`src/hdl/lft_defines.svh`:
```
`ifndef LFT_DEFINES_SVH
`define LFT_DEFINES_SVH
// How it works
// - Reads of pages 1-3 return selective address, key page and identity
// - Lock status returned is that of the addressed page only
// - Key page holds eight bits and a lock; program only while unlocked
// - Lock command sets a page lock until reset; locked pages refuse programs
// - Identity page: fixed 8-bit maker code and 24-bit serial number
// - User storage is pages 8-15 and pages 40-55
// - Asleep only the wake flop lives; push high wakes and powers the MCU
// - MCU power-down clears the wake flop and cuts the MCU supply
// - Pass-through command powers up and waits for the MCU result
// - After result, supply off, wait field loss, send result, then sleep
// - Selective address all ones means general addressing, else selective
// - Selective mode: lock, protect, program carry the selective address
// - General reads work on all pages; selective reads on pages 1-3
// - Selective program of page 1 with all ones restores general mode
// - Protect bit on user pages 8-15, 40-55; reprogram only over SPI
// - No answer at all to an LF program of a protected page
// - Bit is one when edge-to-edge gap reaches the threshold, else zero
// - Stored address other than all ones is compared with received one
// - Command byte: two command bits first, then six page bits

`define LFT_CLK_MHZ               100
`define LFT_HIGH_BIT_THRESHOLD_NS 200000
`define LFT_IDLE_GAP_NS           2000000
`define LFT_SEL_GENERAL           8'hFF
`define LFT_KEY_RESET             8'h00
`define LFT_PT_PAGE               6'h3F
`define LFT_CMD_READ              2'h0
`define LFT_CMD_PROG              2'h1
`define LFT_CMD_LOCK              2'h2
`define LFT_CMD_SELRD_PROT        2'h3
`define LFT_ADDR_BITS             7'h08
`define LFT_SEL_BITS              7'h08
`define LFT_DATA_BITS             7'h20
`define LFT_PT_BITS               7'h30
`define LFT_SLOTS                 27
`define LFT_USER_SLOTS            24
`define LFT_SPECIAL_SLOTS         5'h03
`define LFT_NO_SLOT               5'h1F
`define LFT_IDENT_LOCK            27'h0000004
`define LFT_GAP_W                 21

`endif

```
`src/hdl/lft_pkg.sv`:
```
`default_nettype none
package lft_pkg;

	// Power sequencing states, one-hot
	typedef enum logic [4:0] {
		ST_SLEEP    = 5'h01,
		ST_AWAKE    = 5'h02,
		ST_PT_MCU   = 5'h04,
		ST_PT_FIELD = 5'h08,
		ST_PT_SEND  = 5'h10
	} lft_pwr_state_t;

	typedef logic [47:0] lft_word_t;

endpackage
`default_nettype wire

```
`src/hdl/lft_page_access.sv`:
```
`include "lft_defines.svh"
`default_nettype none
module lft_page_access #(
	parameter int        HIGH_BIT_THRESHOLD_CYC =
		(`LFT_HIGH_BIT_THRESHOLD_NS * `LFT_CLK_MHZ + 999) / 1000,
	parameter int        IDLE_GAP_CYC =
		(`LFT_IDLE_GAP_NS * `LFT_CLK_MHZ) / 1000,
	parameter logic [7:0]  MFR_CODE      = 8'h5A,     // Arbitrary value
	parameter logic [23:0] SERIAL_NUMBER = 24'h000001 // Arbitrary value
) (
	input  wire logic          clk_i,                  // Recovered clock
	input  wire logic          reset_n_i,              // Async reset
	input  wire logic          end_of_burst_detect_i,  // Downlink edges
	input  wire logic          rf_field_present_i,     // Field detect
	input  wire logic          push_button_i,          // Wake input
	input  wire logic          mcu_power_down_i,       // Power-down pulse
	input  wire logic          mcu_result_valid_i,     // Result pulse
	input  wire lft_pkg::lft_word_t mcu_result_i,      // MCU result
	input  wire logic          spi_prog_i,             // SPI program pulse
	input  wire logic [5:0]    spi_page_i,             // SPI page
	input  wire logic [31:0]   spi_data_i,             // SPI data
	output logic               switched_mcu_supply_o,  // MCU supply on
	output logic               control_unit_supply_switch_o, // CU on
	output logic               mcu_rx_valid_o,         // Data for MCU
	output lft_pkg::lft_word_t mcu_rx_data_o,          // Pass-through data
	output logic               resp_valid_o,           // Uplink pulse
	output lft_pkg::lft_word_t resp_data_o,            // Uplink data
	output logic               resp_lock_o,            // Page lock status
	output logic               sel_mode_o              // Selective mode
);
	import lft_pkg::*;

	logic                  bit_valid, bit_value, frame_idle;
	logic [63:0]           frame_reg;
	logic [6:0]            bit_cnt_reg, exp_len;
	logic [7:0]            sel_addr_reg, key_reg, sel_rx;
	logic [31:0]           user_mem [`LFT_USER_SLOTS];
	logic [`LFT_SLOTS-1:0] lock_vec, prot_vec, lock_set, prot_set, lock_cell;
	logic [1:0]            cmd;
	logic [5:0]            page;
	logic [4:0]            slot, spi_slot, ans_slot_reg;
	logic [31:0]           data_rx;
	logic                  slot_ok, special, is_pt, sel_mode, carries_sel;
	logic                  sel_ok, exec, cur_lock, cur_prot, ans_pend_reg;
	logic                  do_read, do_prog, prog_answer, do_lock, do_prot;
	logic                  do_pt, spi_ok;
	lft_pwr_state_t        state_reg, state_next;
	lft_word_t             pt_result_reg;

	// Page number to storage slot: 1-3, 8-15, 40-55
	function automatic logic [4:0] page_slot(input logic [5:0] pg);
		if (pg >= 6'h01 && pg <= 6'h03)
			return 5'(pg - 6'h01);
		else if (pg >= 6'h08 && pg <= 6'h0F)
			return 5'(pg - 6'h05);
		else if (pg >= 6'h28 && pg <= 6'h37)
			return 5'(pg - 6'h1D);
		else
			return `LFT_NO_SLOT;
	endfunction

	lft_pulse_decoder #(
		.THRESH_CYC (HIGH_BIT_THRESHOLD_CYC),
		.IDLE_CYC   (IDLE_GAP_CYC)
	) u_decoder (
		.clk_i       (clk_i),
		.reset_n_i   (reset_n_i),
		.eob_i       (end_of_burst_detect_i),
		.bit_valid_o (bit_valid),
		.bit_value_o (bit_value),
		.idle_o      (frame_idle)
	);

	// Frame fields; command bits arrive first, in the low positions
	assign cmd     = frame_reg[1:0];
	assign page    = frame_reg[7:2];
	assign slot    = page_slot(page);
	assign slot_ok = slot != `LFT_NO_SLOT;
	assign special = slot_ok && slot < `LFT_SPECIAL_SLOTS;
	assign is_pt   = cmd == `LFT_CMD_PROG && page == `LFT_PT_PAGE;
	assign sel_mode   = sel_addr_reg != `LFT_SEL_GENERAL;
	assign sel_mode_o = sel_mode;
	assign sel_rx     = frame_reg[15:8];
	assign data_rx = carries_sel ? frame_reg[47:16] : frame_reg[39:8];

	// Selective address field present for selective reads, and for
	// program, lock, protect while selective mode is active
	assign carries_sel = (cmd == `LFT_CMD_SELRD_PROT && special)
		|| (sel_mode && cmd != `LFT_CMD_READ && slot_ok);
	assign exp_len = `LFT_ADDR_BITS
		+ (carries_sel ? `LFT_SEL_BITS : 7'h00)
		+ (cmd != `LFT_CMD_PROG ? 7'h00
			: (is_pt ? `LFT_PT_BITS : `LFT_DATA_BITS));
	assign exec = bit_cnt_reg >= `LFT_ADDR_BITS && bit_cnt_reg == exp_len;

	// Comparison only when stored address is not all ones
	assign sel_ok = !sel_mode || !carries_sel
		|| sel_rx == sel_addr_reg;
	assign cur_lock = slot_ok && lock_vec[slot];
	assign cur_prot = slot_ok && prot_vec[slot];

	// Command decode at frame end
	assign do_read = exec && slot_ok && (cmd == `LFT_CMD_READ
		|| (cmd == `LFT_CMD_SELRD_PROT && special && sel_ok));
	assign prog_answer = exec && slot_ok && cmd == `LFT_CMD_PROG
		&& sel_ok && !cur_prot;
	assign do_prog = prog_answer && !cur_lock;
	assign do_lock = exec && slot_ok && cmd == `LFT_CMD_LOCK && sel_ok;
	assign do_prot = exec && slot_ok && !special
		&& cmd == `LFT_CMD_SELRD_PROT && sel_ok;
	assign do_pt = exec && is_pt && (state_reg == ST_SLEEP
		|| state_reg == ST_AWAKE);
	assign spi_slot = page_slot(spi_page_i);
	assign spi_ok = spi_prog_i && spi_slot != `LFT_NO_SLOT
		&& spi_slot >= `LFT_SPECIAL_SLOTS && !lock_vec[spi_slot];

	// Bit collection; a quiet link or a finished frame restarts it
	always_ff @(posedge clk_i or negedge reset_n_i)
	begin
		if (!reset_n_i)
		begin
			frame_reg   <= '0;
			bit_cnt_reg <= '0;
		end
		else if (frame_idle || exec)
		begin
			frame_reg   <= '0;
			bit_cnt_reg <= '0;
		end
		else if (bit_valid && bit_cnt_reg < 7'h40)
		begin
			frame_reg[bit_cnt_reg[5:0]] <= bit_value;
			bit_cnt_reg <= bit_cnt_reg + 7'h01;
		end
	end

	// Lock and protect bits, one irreversible cell per page
	generate
		for (genvar i = 0; i < `LFT_SLOTS; i++)
		begin : g_bits
			assign lock_set[i] = do_lock && slot == 5'(i);
			assign prot_set[i] = do_prot && slot == 5'(i);
			lft_irrev_bit u_lock (
				.clk_i     (clk_i),
				.reset_n_i (reset_n_i),
				.set_i     (lock_set[i]),
				.q_o       (lock_cell[i])
			);
			lft_irrev_bit u_prot (
				.clk_i     (clk_i),
				.reset_n_i (reset_n_i),
				.set_i     (prot_set[i]),
				.q_o       (prot_vec[i])
			);
		end
	endgenerate

	// Identity page reads as locked from manufacture on
	assign lock_vec = lock_cell | `LFT_IDENT_LOCK;

	// Special page storage; page 1 write of all ones ends selective mode
	always_ff @(posedge clk_i or negedge reset_n_i)
	begin
		if (!reset_n_i)
		begin
			sel_addr_reg <= `LFT_SEL_GENERAL;
			key_reg      <= `LFT_KEY_RESET;
		end
		else if (do_prog && slot == 5'h00)
			sel_addr_reg <= data_rx[7:0];
		else if (do_prog && slot == 5'h01)
			key_reg <= data_rx[7:0];
	end

	// User pages; LF program wins over SPI in the same cycle
	always_ff @(posedge clk_i)
	begin
		if (do_prog && !special)
			user_mem[slot - `LFT_SPECIAL_SLOTS] <= data_rx;
		else if (spi_ok)
			user_mem[spi_slot - `LFT_SPECIAL_SLOTS] <= spi_data_i;
	end

	// Answer is built one cycle after the command so it shows new state
	always_ff @(posedge clk_i or negedge reset_n_i)
	begin
		if (!reset_n_i)
		begin
			ans_pend_reg <= 1'b0;
			ans_slot_reg <= '0;
		end
		else
		begin
			ans_pend_reg <= do_read || prog_answer || do_lock || do_prot;
			ans_slot_reg <= slot;
		end
	end

	// Power sequencing
	always_comb
	begin
		state_next = state_reg;
		case (state_reg)
			ST_SLEEP:
				if (do_pt)
					state_next = ST_PT_MCU;
				else if (push_button_i)
					state_next = ST_AWAKE;
			ST_AWAKE:
				if (do_pt)
					state_next = ST_PT_MCU;
				else if (mcu_power_down_i)
					state_next = ST_SLEEP;
			ST_PT_MCU:
				if (mcu_result_valid_i)
					state_next = ST_PT_FIELD;
			ST_PT_FIELD:
				if (!rf_field_present_i)
					state_next = ST_PT_SEND;
			default: // Send state and stray codes
				state_next = ST_SLEEP;
		endcase
	end

	// State and supply switches
	always_ff @(posedge clk_i or negedge reset_n_i)
	begin
		if (!reset_n_i)
		begin
			state_reg                    <= ST_SLEEP;
			switched_mcu_supply_o        <= 1'b0;
			control_unit_supply_switch_o <= 1'b0;
		end
		else
		begin
			state_reg             <= state_next;
			switched_mcu_supply_o <= state_next == ST_AWAKE
				|| state_next == ST_PT_MCU;
			control_unit_supply_switch_o <= state_next != ST_SLEEP;
		end
	end

	// Pass-through data towards and from the MCU
	always_ff @(posedge clk_i or negedge reset_n_i)
	begin
		if (!reset_n_i)
		begin
			mcu_rx_data_o  <= '0;
			mcu_rx_valid_o <= 1'b0;
			pt_result_reg  <= '0;
		end
		else
		begin
			if (do_pt)
				mcu_rx_data_o <= frame_reg[55:8];
			mcu_rx_valid_o <= state_next == ST_PT_MCU;
			if (state_reg == ST_PT_MCU && mcu_result_valid_i)
				pt_result_reg <= mcu_result_i;
		end
	end

	// Uplink answer
	always_ff @(posedge clk_i or negedge reset_n_i)
	begin
		if (!reset_n_i)
		begin
			resp_valid_o <= 1'b0;
			resp_data_o  <= '0;
			resp_lock_o  <= 1'b0;
		end
		else if (ans_pend_reg)
		begin
			resp_valid_o <= 1'b1;
			resp_lock_o  <= lock_vec[ans_slot_reg];
			if (ans_slot_reg < `LFT_SPECIAL_SLOTS)
				resp_data_o <= {SERIAL_NUMBER, MFR_CODE,
					key_reg, sel_addr_reg};
			else
				resp_data_o <= {16'h0000,
					user_mem[ans_slot_reg - `LFT_SPECIAL_SLOTS]};
		end
		else if (state_reg == ST_PT_SEND)
		begin
			resp_valid_o <= 1'b1;
			resp_lock_o  <= 1'b0;
			resp_data_o  <= pt_result_reg;
		end
		else
			resp_valid_o <= 1'b0;
	end
endmodule // lft_page_access
`default_nettype wire

```
`src/hdl/lft_irrev_bit.sv`:
```
`default_nettype none
module lft_irrev_bit (
	input  wire logic clk_i,     // System clock
	input  wire logic reset_n_i, // Async reset, active low
	input  wire logic set_i,     // Set request
	output logic      q_o        // Bit state, cleared only by reset once set
);
	import lft_pkg::*;

	// Set only; reset is the one clear path
	always_ff @(posedge clk_i or negedge reset_n_i)
	begin
		if (!reset_n_i)
			q_o <= 1'b0;
		else if (set_i)
			q_o <= 1'b1;
	end

endmodule // lft_irrev_bit
`default_nettype wire

```
`src/hdl/lft_pulse_decoder.sv`:
```
`default_nettype none
module lft_pulse_decoder #(
	parameter int THRESH_CYC = 20000, // Gap for a one, in cycles
	parameter int IDLE_CYC   = 200000 // Gap that ends a frame
) (
	input  wire logic clk_i,       // System clock
	input  wire logic reset_n_i,   // Async reset, active low
	input  wire logic eob_i,       // End-of-burst detector level
	output logic      bit_valid_o, // One-cycle pulse per bit
	output logic      bit_value_o, // Decoded bit
	output logic      idle_o       // Pulse when the link goes quiet
);
	import lft_pkg::*;

	localparam logic [`LFT_GAP_W-1:0] THRESH = `LFT_GAP_W'(THRESH_CYC);
	localparam logic [`LFT_GAP_W-1:0] IDLE   = `LFT_GAP_W'(IDLE_CYC);

	logic                  eob_prev_reg;
	logic                  armed_reg;
	logic [`LFT_GAP_W-1:0] gap_reg;
	logic                  rise;

	assign rise = eob_i && !eob_prev_reg;

	// Edge history
	always_ff @(posedge clk_i or negedge reset_n_i)
	begin
		if (!reset_n_i)
			eob_prev_reg <= 1'b0;
		else
			eob_prev_reg <= eob_i;
	end

	// Gap counter between rising edges, saturates at the idle limit
	always_ff @(posedge clk_i or negedge reset_n_i)
	begin
		if (!reset_n_i)
		begin
			gap_reg   <= '0;
			armed_reg <= 1'b0;
		end
		else if (rise)
		begin
			gap_reg   <= `LFT_GAP_W'(1);
			armed_reg <= 1'b1;
		end
		else if (armed_reg && gap_reg >= IDLE)
			armed_reg <= 1'b0;
		else if (armed_reg)
			gap_reg <= gap_reg + `LFT_GAP_W'(1);
	end

	// Bit outputs; first edge of a frame only arms the counter
	always_ff @(posedge clk_i or negedge reset_n_i)
	begin
		if (!reset_n_i)
		begin
			bit_valid_o <= 1'b0;
			bit_value_o <= 1'b0;
			idle_o      <= 1'b0;
		end
		else
		begin
			bit_valid_o <= rise && armed_reg;
			bit_value_o <= gap_reg >= THRESH;
			idle_o      <= armed_reg && !rise && gap_reg >= IDLE;
		end
	end

endmodule // lft_pulse_decoder
`default_nettype wire

```
`config.mk`:
```
export PLATFORM = sky130hd
export DESIGN_NAME = lft_page_access
export DESIGN_NICKNAME = d
export VERILOG_FILES = /design/src/hdl/lft_pkg.sv /design/src/hdl/lft_page_access.sv /design/src/hdl/lft_irrev_bit.sv /design/src/hdl/lft_pulse_decoder.sv
export VERILOG_INCLUDE_DIRS = /design/src /design/src/hdl
export SDC_FILE = /design/constraint.sdc
export NUM_CORES = 1
export LEC_CHECK = 0
export BUFFER_PORTS_ARGS = -buffer_cell sky130_fd_sc_hd__buf_4
export CAP_MARGIN = 25
export CORE_UTILIZATION = 46
export CTS_CLUSTER_SIZE = 25
export DETAILED_ROUTE_END_ITERATION = 10
export PLACE_DENSITY = 0.71
export SYNTH_ARGS = -nofsm -noshare
export SYNTH_HDL_FRONTEND = slang
export SYNTH_SLANG_ARGS = --single-unit
```
`constraint.sdc`:
```
create_clock -name clk_i -period 24.7 [get_ports clk_i]
set_input_delay 4.94 -clock clk_i [delete_from_list [all_inputs] [get_ports clk_i]]
set_output_delay 4.94 -clock clk_i [all_outputs]
set_load 0.01 [all_outputs]
```
Word level (Yosys, flattened, before mapping)
Memories as Yosys holds them, arrays and structs flattened.
Index checks and enable logic that the tools add are counted.
{"block": "word_totals", "mem_count": 1, "in_bits": 94, "ff_bits": 326, "output_inout_bits": 102, "mem_bits_rw": 768}
{"block": "op_classes", "addsub": 13, "n_reduce_logical": 123, "n_bitwise": 1, "mux": 52, "order_cmp": 24, "n_eq_ne": 45}
{"name": "user_mem", "depth": 24, "word_bits": 32, "rd": 1, "rd_ports_with_merged_regs": 0, "wr": 1, "line": "lft_page_access.sv:37", "text": "logic [31:0] user_mem [`LFT_USER_SLOTS];"}
{"cell": "two-way mux 64 bit", "count": 2}
{"cell": "two-way mux 32 bit", "count": 3}
{"cell": "two-way mux 48 bit", "count": 2}
{"cell": "logical AND 1 bit", "count": 95}
{"cell": "two-way mux 5 bit", "count": 14}
{"cell": "bitwise mux 64 bit", "count": 1}
{"cell": "two-way mux 21 bit", "count": 3}
{"cell": "equality test 5 bit, second input constant", "count": 12}
{"cell": "equality test 5 x 4 -> 1 bit, second input constant", "count": 9}
{"cell": "OR reduction 32 bit", "count": 1}
{"cell": "equality test 5 x 3 -> 1 bit, second input constant", "count": 6}
{"cell": "adder 21 x 1 -> 21 bit, second input constant", "count": 1}
{"cell": ">= comparator 21 x 15 -> 1 bit, second input constant", "count": 1}
{"cell": ">= comparator 21 x 18 -> 1 bit, second input constant", "count": 1}
{"cell": "binary-select mux 1 bit (select 5 bit)", "count": 4}
{"cell": "equality test 5 x 2 -> 1 bit, second input constant", "count": 4}
{"cell": "case mux 5 bit (4 select lines)", "count": 1}
{"cell": ">= comparator 6 x 1 -> 1 bit, second input constant", "count": 3}
{"cell": "less-than comparator 5 x 6 -> 1 bit, second input constant", "count": 3}
{"cell": "two-way mux 1 bit", "count": 17}
{"cell": "subtractor 5 x 2 -> 5 bit, second input constant", "count": 3}
{"cell": "two-way mux 7 bit", "count": 2}
{"cell": ">= comparator 6 x 4 -> 1 bit, second input constant", "count": 2}
{"cell": ">= comparator 6 bit, second input constant", "count": 2}
{"cell": "other kinds (34)", "count": 66}

Depth between registers and ports, before layout
{"block": "logic_depth", "ltp_word": 24, "depth_mapped": 29}

Cells and area by module
A second synthesis with hierarchy kept.
{"block": "hier_totals", "hier_cells": 2911, "hier_area_um2": 46119.2}
{"module": "lft_page_access", "seq_area_each_um2": 29054.1, "area_per_inst_um2": 43005.0, "instances": 1, "cells_each": 2646}
{"module": "lft_irrev_bit", "seq_area_each_um2": 25.0, "area_per_inst_um2": 31.3, "instances": 53, "cells_each": 2}
{"module": "lft_pulse_decoder", "seq_area_each_um2": 650.6, "area_per_inst_um2": 1456.4, "instances": 1, "cells_each": 159}

Least setup slack after synthesis
No wires, ideal clock.
{"block": "synth_timing", "path_kind": "input -> register", "startpoint": "in spi_page_i[0]", "endpoint": "mem user_mem[12][0], enable pin", "setup_ns": 0.470, "t_arrival_ns": 10.414, "stages": 18, "required_ns": 24.230, "n_path_buf": 4, "slack_ns": 13.816, "cell_sequence": "clkbuf_1 -> inv_1 -> ha_1 -> nand2b_1 -> a21oi_1 -> o21ai_1 -> and2_1 -> clkbuf_1 -> inv_1 -> clkbuf_1 -> ha_1 -> a2111oi_0 -> a31oi_1 -> o31ai_1 -> o21ai_1 -> buf_4 -> a21boi_1 -> a211oi_1"}
{"block": "synth_via", "elab_chain_cells": 14, "word_cells_on_any_way": 30, "cone_classes": "add/sub: 4; order compare: 7; eq/ne: 1; mux: 10; reduce/logical: 8"}
{"element": "from (decl)", "line": "lft_page_access.sv:20", "text": "input wire logic [5:0] spi_page_i,"}
{"element": ">= comparator 6 bit / less-or-equal comparator 6 bit (equally long branches)", "line": "lft_page_access.sv:56", "text": "else if (pg >= 6'h28 && pg <= 6'h37)"}
{"element": "logical AND 1 bit", "line": "lft_page_access.sv:56"}
{"element": "two-way mux 5 bit", "line": "lft_page_access.sv:56"}
{"element": "two-way mux 5 bit", "line": "lft_page_access.sv:54", "text": "else if (pg >= 6'h08 && pg <= 6'h0F)"}
{"element": "two-way mux 5 bit (*)", "line": "lft_page_access.sv:52", "text": "if (pg >= 6'h01 && pg <= 6'h03)"}
{"element": "binary-select mux 1 bit (select 5 bit) / != test 5 bit (equally long branches)"}
{"element": "two-way mux 1 bit (not written as such) / logical AND 1 bit (equally long branches)"}
{"element": "logical NOT 1 bit / logical AND 1 bit (equally long branches)"}
{"element": "logical AND 1 bit", "line": "lft_page_access.sv:114", "text": "assign spi_ok = spi_prog_i && spi_slot != `LFT_NO_SLOT"}
{"element": "two-way mux 1 bit", "line": "lft_page_access.sv:180", "text": "else if (spi_ok)"}
{"element": "two-way mux 1 bit", "line": "lft_page_access.sv:178", "text": "if (do_prog && !special)"}
{"element": "two-way mux 1 bit", "line": "lft_page_access.sv:181", "text": "user_mem[spi_slot - `LFT_SPECIAL_SLOTS] <= spi_data_i;"}
{"element": "OR reduction 32 bit (no line)"}
{"element": "two-way mux 5 bit (no line) / two-way mux 1 bit (equally long branches)"}
{"element": "to (decl)", "line": "lft_page_access.sv:37"}
Mark *: on every way between the ends. The rest lies on a longest branch, timed or not. The select of a mux whose other input is x is not followed.

Final worst setup path
{"block": "layout_timing", "startpoint": "in spi_page_i[0]", "endpoint": "mem user_mem[6][17], enable pin"}
The elaborated chain is that of the path after synthesis.

==> impl_metrics.csv <==
group,metric,value,unit
cts,clk_latency,690,ps
synthesis,synth_enable_flop_cells,768,
final_layout,final_cell_mix,"sky130_fd_sc_hd__edfxtp_1, sky130_fd_sc_hd__dfrtp_1, sky130_fd_sc_hd__buf_4",
synthesis,synth_compound_area_share,6.02,%
worst_hold_path,min_path_type,"register to register",
cts,cts_resized,0,
cts,total_of_hold_buffers_inserted_after_clock_tree_synthesis,0,
timing,pins_over_their_slew_limit,0,
power_and_ir_drop,total_switching_power,0.000839,W
power_and_ir_drop,internal-power,0.00294,W
critical_path,crit_fanout,33,
global_route,first_global_vias,26100,
worst_hold_path,worst_hold_startpoint,"g_bits[21].u_prot.q_o$_DFFE_PN0P_",
critical_path,cp_num_buf_inv,6,
final_layout,most_common_library_cell_in_the_layout_ignoring_fill_and_taps,"sky130_fd_sc_hd__edfxtp_1",
critical_path,cpMostUsedCell,"sky130_fd_sc_hd__buf_4",
floorplan,initial_utilization,46.4,%
run_status,run_status,"complete, no violations",
global_route,grt_max_degree,169,
critical_path,flop2flop_setup_slack,16000,ps
timing,clock_skew,32.7,ps
cts,cts_num_sinks,1086,
floorplan,row_count,115,
floorplan,die-area,100000,sq um
placed_design,dpl.hpwl,71100,microns
final_layout,post_route_design_area,52500,sq um
timing,min_period,9480,ps
route,drcViolationCount,0,
timing,relSlewSlack,32.0,%
route,initialDrtViolationCount,2902,
cts,cts_root_buffer,"sky130_fd_sc_hd__clkbuf_16",
route,routed_wl,114000,microns
worst_hold_path,hold_path_end,"g_bits[21].u_prot.q_o$_DFFE_PN0P_",
power_and_ir_drop,p_sw_share,22.2,%
power_and_ir_drop,p_seq_share,53.8,%
synthesis,synth_ff_type,"sky130_fd_sc_hd__edfxtp_1",
cts,post_cts_clock_slew_at_the_launch_and_capture_registers_of_the_worst_setup_and_hold_paths,60,ps
critical_path,slowest_stage,"sky130_fd_sc_hd__or4_1",
route,dr.pass1.iters,6,
placed_design,place_area,49100,sq um
critical_path,r2r_cells,22,
timing,setup_total_negative_slack,0,ps
final_layout,syn2layout_area_growth,15.3,%
critical_path,r2r_end,"user_mem[0][21]$_DFFE_PP_",
cts,cts_post_setup_buffers_inserted,0,
final_layout,largest_reg_flops,768,
placed_design,placement.io_buffers,195,
critical_path,critical_path.top_delay_family,"buffers and inverters",
synthesis,seq_area_frac_synth,68.1,%
route,via_count,26500,
power_and_ir_drop,power.leakage,19.4,nW
power_and_ir_drop,vdd_drop_max,0.0571,mV
route,post_drt_wl_per_cell,25.9,microns
critical_path,critical_path_sink_type,"register",
critical_path,critPathRequiredTime,25000,ps
timing,timing.final.ws_setup,15220,ps
route,ant_nets,0,
synthesis,yosysTopAreaCell,"sky130_fd_sc_hd__edfxtp_1",
synthesis,top_cells_by_area_in_the_synthesized_netlist,"sky130_fd_sc_hd__edfxtp_1, sky130_fd_sc_hd__dfrtp_1, sky130_fd_sc_hd__mux4_2, sky130_fd_sc_hd__mux2_2, sky130_fd_sc_hd__mux2i_1",
timing,final-setup-viol-count,0,
worst_hold_path,instance_count_along_the_most_critical_hold_path,2,
synthesis,synth_nets,2947,
synthesis,syn_avg_cell_area,16.1,sq um
route,route.detailed.vias_per_inst,5.98,
synthesis,synth.lib_cells_used.distinct,84,
final_layout,fillers,7771,
floorplan,core-area,98300,sq um
synthesis,synth_area_in_simple_gates,6.21,%
global_route,grt.total_usage,22.9,%
final_layout,layout-drive-gt1-share,27.1,%
critical_path,worst_setup_path_start_kind,"input port",
critical_path,crit_chain,"buf_4 -> inv_1 -> ha_1 -> nand2b_1 -> a21oi_1 -> o21ai_1 -> and2_1 -> inv_1 -> ha_1 -> a2111oi_0 -> a31oi_1 -> o31ai_2 -> buf_4 -> o21ai_4 -> buf_4 -> or4_1 -> o31ai_4 -> buf_4",
final_layout,layout.cells.non_filler,4427,
timing,fmax,105,MHz
global_route,antenna_found_initial,2,
floorplan,die-height,317,microns
global_route,grt_pass1_wl,169000,microns
synthesis,post_synth_fa_ha_maj_area_fraction,0.522,%
synthesis,mappedNetlistArea,45600,sq um
cts,tritoncts_clock_tree,"built",
synthesis,synthMuxAreaShare,16.5,%
critical_path,beginning_of_the_worst_register_to_register_path,"frame_reg[2]$_DFFE_PN0P_",
final_layout,fin_nets,3167,
synthesis,ys_warn_count,0,
timing,finalHoldViolations,0,
synthesis,number_of_register_bits_inferred_by_synthesis,1086,
timing,worst_pin_slew,1010,ps
synthesis,netlist.area_leader.share,50.6,%
placed_design,placement.setup.worst_slack,14590,ps
critical_path,critPathArrivalTime,9780,ps
cts,cts_inserted_buffers,106,
placed_design,placed_cells_incl_taps,4232,
timing,fin_crit_sh,38.4,%
floorplan,dieWidth,317,microns
floorplan,io_pins,196,
cts,cts_max_level,3,
global_route,overflow,0,
job,drv_cap,0,
power_and_ir_drop,combinational_power_share,5.2,%
placed_design,globalplace.congestion,0.878,
cts,clock_path_buffers,3,
timing,rsz_0062_raised_after_global_routing,"false",
power_and_ir_drop,pwr-share-clk,41.0,%
synthesis,post_synth_inst_count,2834,
power_and_ir_drop,cellPowerDensity,72.0,nW/um^2
synthesis,yosys.area_share.xor_xnor,0.711,%
critical_path,slowest_delay,620,ps
critical_path,critical_path_class,"input port to register",
synthesis,async_flop_share,29.3,%
synthesis,dominant_combinational_cell_family_by_area_after_synthesis,"multiplexers",
timing,finalHoldWorstSlack,464,ps
[power groups by stage]
stage	sequential, W	clock (W)	combinational [W]
after CTS	0.00203	0.00158	0.000198
after floorplan	0.00206	0	0.000119
final	0.00203	0.00155	0.000198
after detailed placement	0.00207	0	0.000197
after global routing	0.00203	0.00164	0.000219
after global placement	0.00207	0	0.000192
[layer usage]
| metal | track usage [%] | part of all wire [%] | wire [microns] | vias up |
|---|---|---|---|---|
| li1 | - | - | - | 11400 |
| met1 | 32.2 | 41 | 47300 | 13700 |
| met2 | 36.2 | 47 | 54000 | 1156 |
| met3 | 4.19 | 8.3 | 9480 | 185 |
| met4 | 7.85 | 3.3 | 3740 | 0 |
| met5 | 0 | 0 | 0 | - |
[final cells by class]
type / instances / area (sq um) / share of cell area (%)
sequential: 1086 / 31000 / 59.1
inverter: 29 / 109 / 0.207
timing repair buffer: 287 / 2250 / 4.29
clock buffer: 135 / 2850 / 5.43
tap: 1287 / 1610 / 3.07
antenna: 2 / 5.00 / 0.00953
multi-input combinational: 1544 / 14100 / 26.9
clock inverter: 57 / 507 / 0.965
[metrics by stage]
stage | total power (W) | utilization [%]
2_1_floorplan | 0.00218 | -
3_3_place_gp | 0.00226 | 49.9
3_5_place_dp | 0.00227 | 50.0
4_1_cts | 0.00381 | 53.4
5_1_grt | 0.00390 | 53.4
6_report | 0.00378 | 53.4
[synth_stat cells (12+ instances only)]
library cell               instances
sky130_fd_sc_hd__buf_1            26
sky130_fd_sc_hd__buf_2            17
sky130_fd_sc_hd__xor2_1           24
sky130_fd_sc_hd__mux4_2          233
sky130_fd_sc_hd__a31oi_1          17
sky130_fd_sc_hd__clkbuf_1        120
sky130_fd_sc_hd__edfxtp_1        768
sky130_fd_sc_hd__ha_1             19
sky130_fd_sc_hd__o21ai_0          78
sky130_fd_sc_hd__dfrtp_1         309
sky130_fd_sc_hd__mux2_2          106
sky130_fd_sc_hd__nand2b_1         12
sky130_fd_sc_hd__nor3_1           22
sky130_fd_sc_hd__a211oi_1         47
sky130_fd_sc_hd__nor2_1          148
sky130_fd_sc_hd__xnor2_1          13
sky130_fd_sc_hd__nand3_1          70
sky130_fd_sc_hd__inv_1            25
sky130_fd_sc_hd__nand2_1         221
sky130_fd_sc_hd__and2_1           27
sky130_fd_sc_hd__o21bai_1         49
sky130_fd_sc_hd__mux2i_1          84
sky130_fd_sc_hd__nand4_1          20
sky130_fd_sc_hd__mux2_1           23
sky130_fd_sc_hd__a21oi_1         160
sky130_fd_sc_hd__o22ai_1          12
[cells by family (layout without fill, tap and decap cells)]
group                    Yosys count  count (layout)
XOR/XNOR                          37              37
AND/OR/NAND/NOR                  602             602
other                              0               2
AO/OA/AOI/OAI                    440             440
buffers and inverters            204             508
adder cells (fa/ha/maj)           19              19
multiplexers                     446             446
flip-flops                      1086            1086
[worst register-to-register path: cells and delay by family, from the launching register on]
kind,cells,cell delay [ps]
buffers and inverters,6,2060
and+or+nand+nor,7,2490
AOI/OAI and AO/OA,6,2270
adders and majority gates,3,1180
DFF,1,350
[how the worst max path moves through the flow]
stage               cells after the start  slack [ps]                        end           from
floorplan                              18       13820  user_mem[12][0]$_DFFE_PP_  spi_page_i[0]
global placement                       18       14660  user_mem[6][17]$_DFFE_PP_  spi_page_i[0]
detailed placement                     18       14590  user_mem[6][14]$_DFFE_PP_  spi_page_i[0]
CTS                                    18       15310  user_mem[6][17]$_DFFE_PP_  spi_page_i[0]
global route                           18       14880  user_mem[6][18]$_DFFE_PP_  spi_page_i[0]
finish                                 18       15220  user_mem[6][17]$_DFFE_PP_  spi_page_i[0]
No activity file was read; power rests on OpenSTA's default activity.
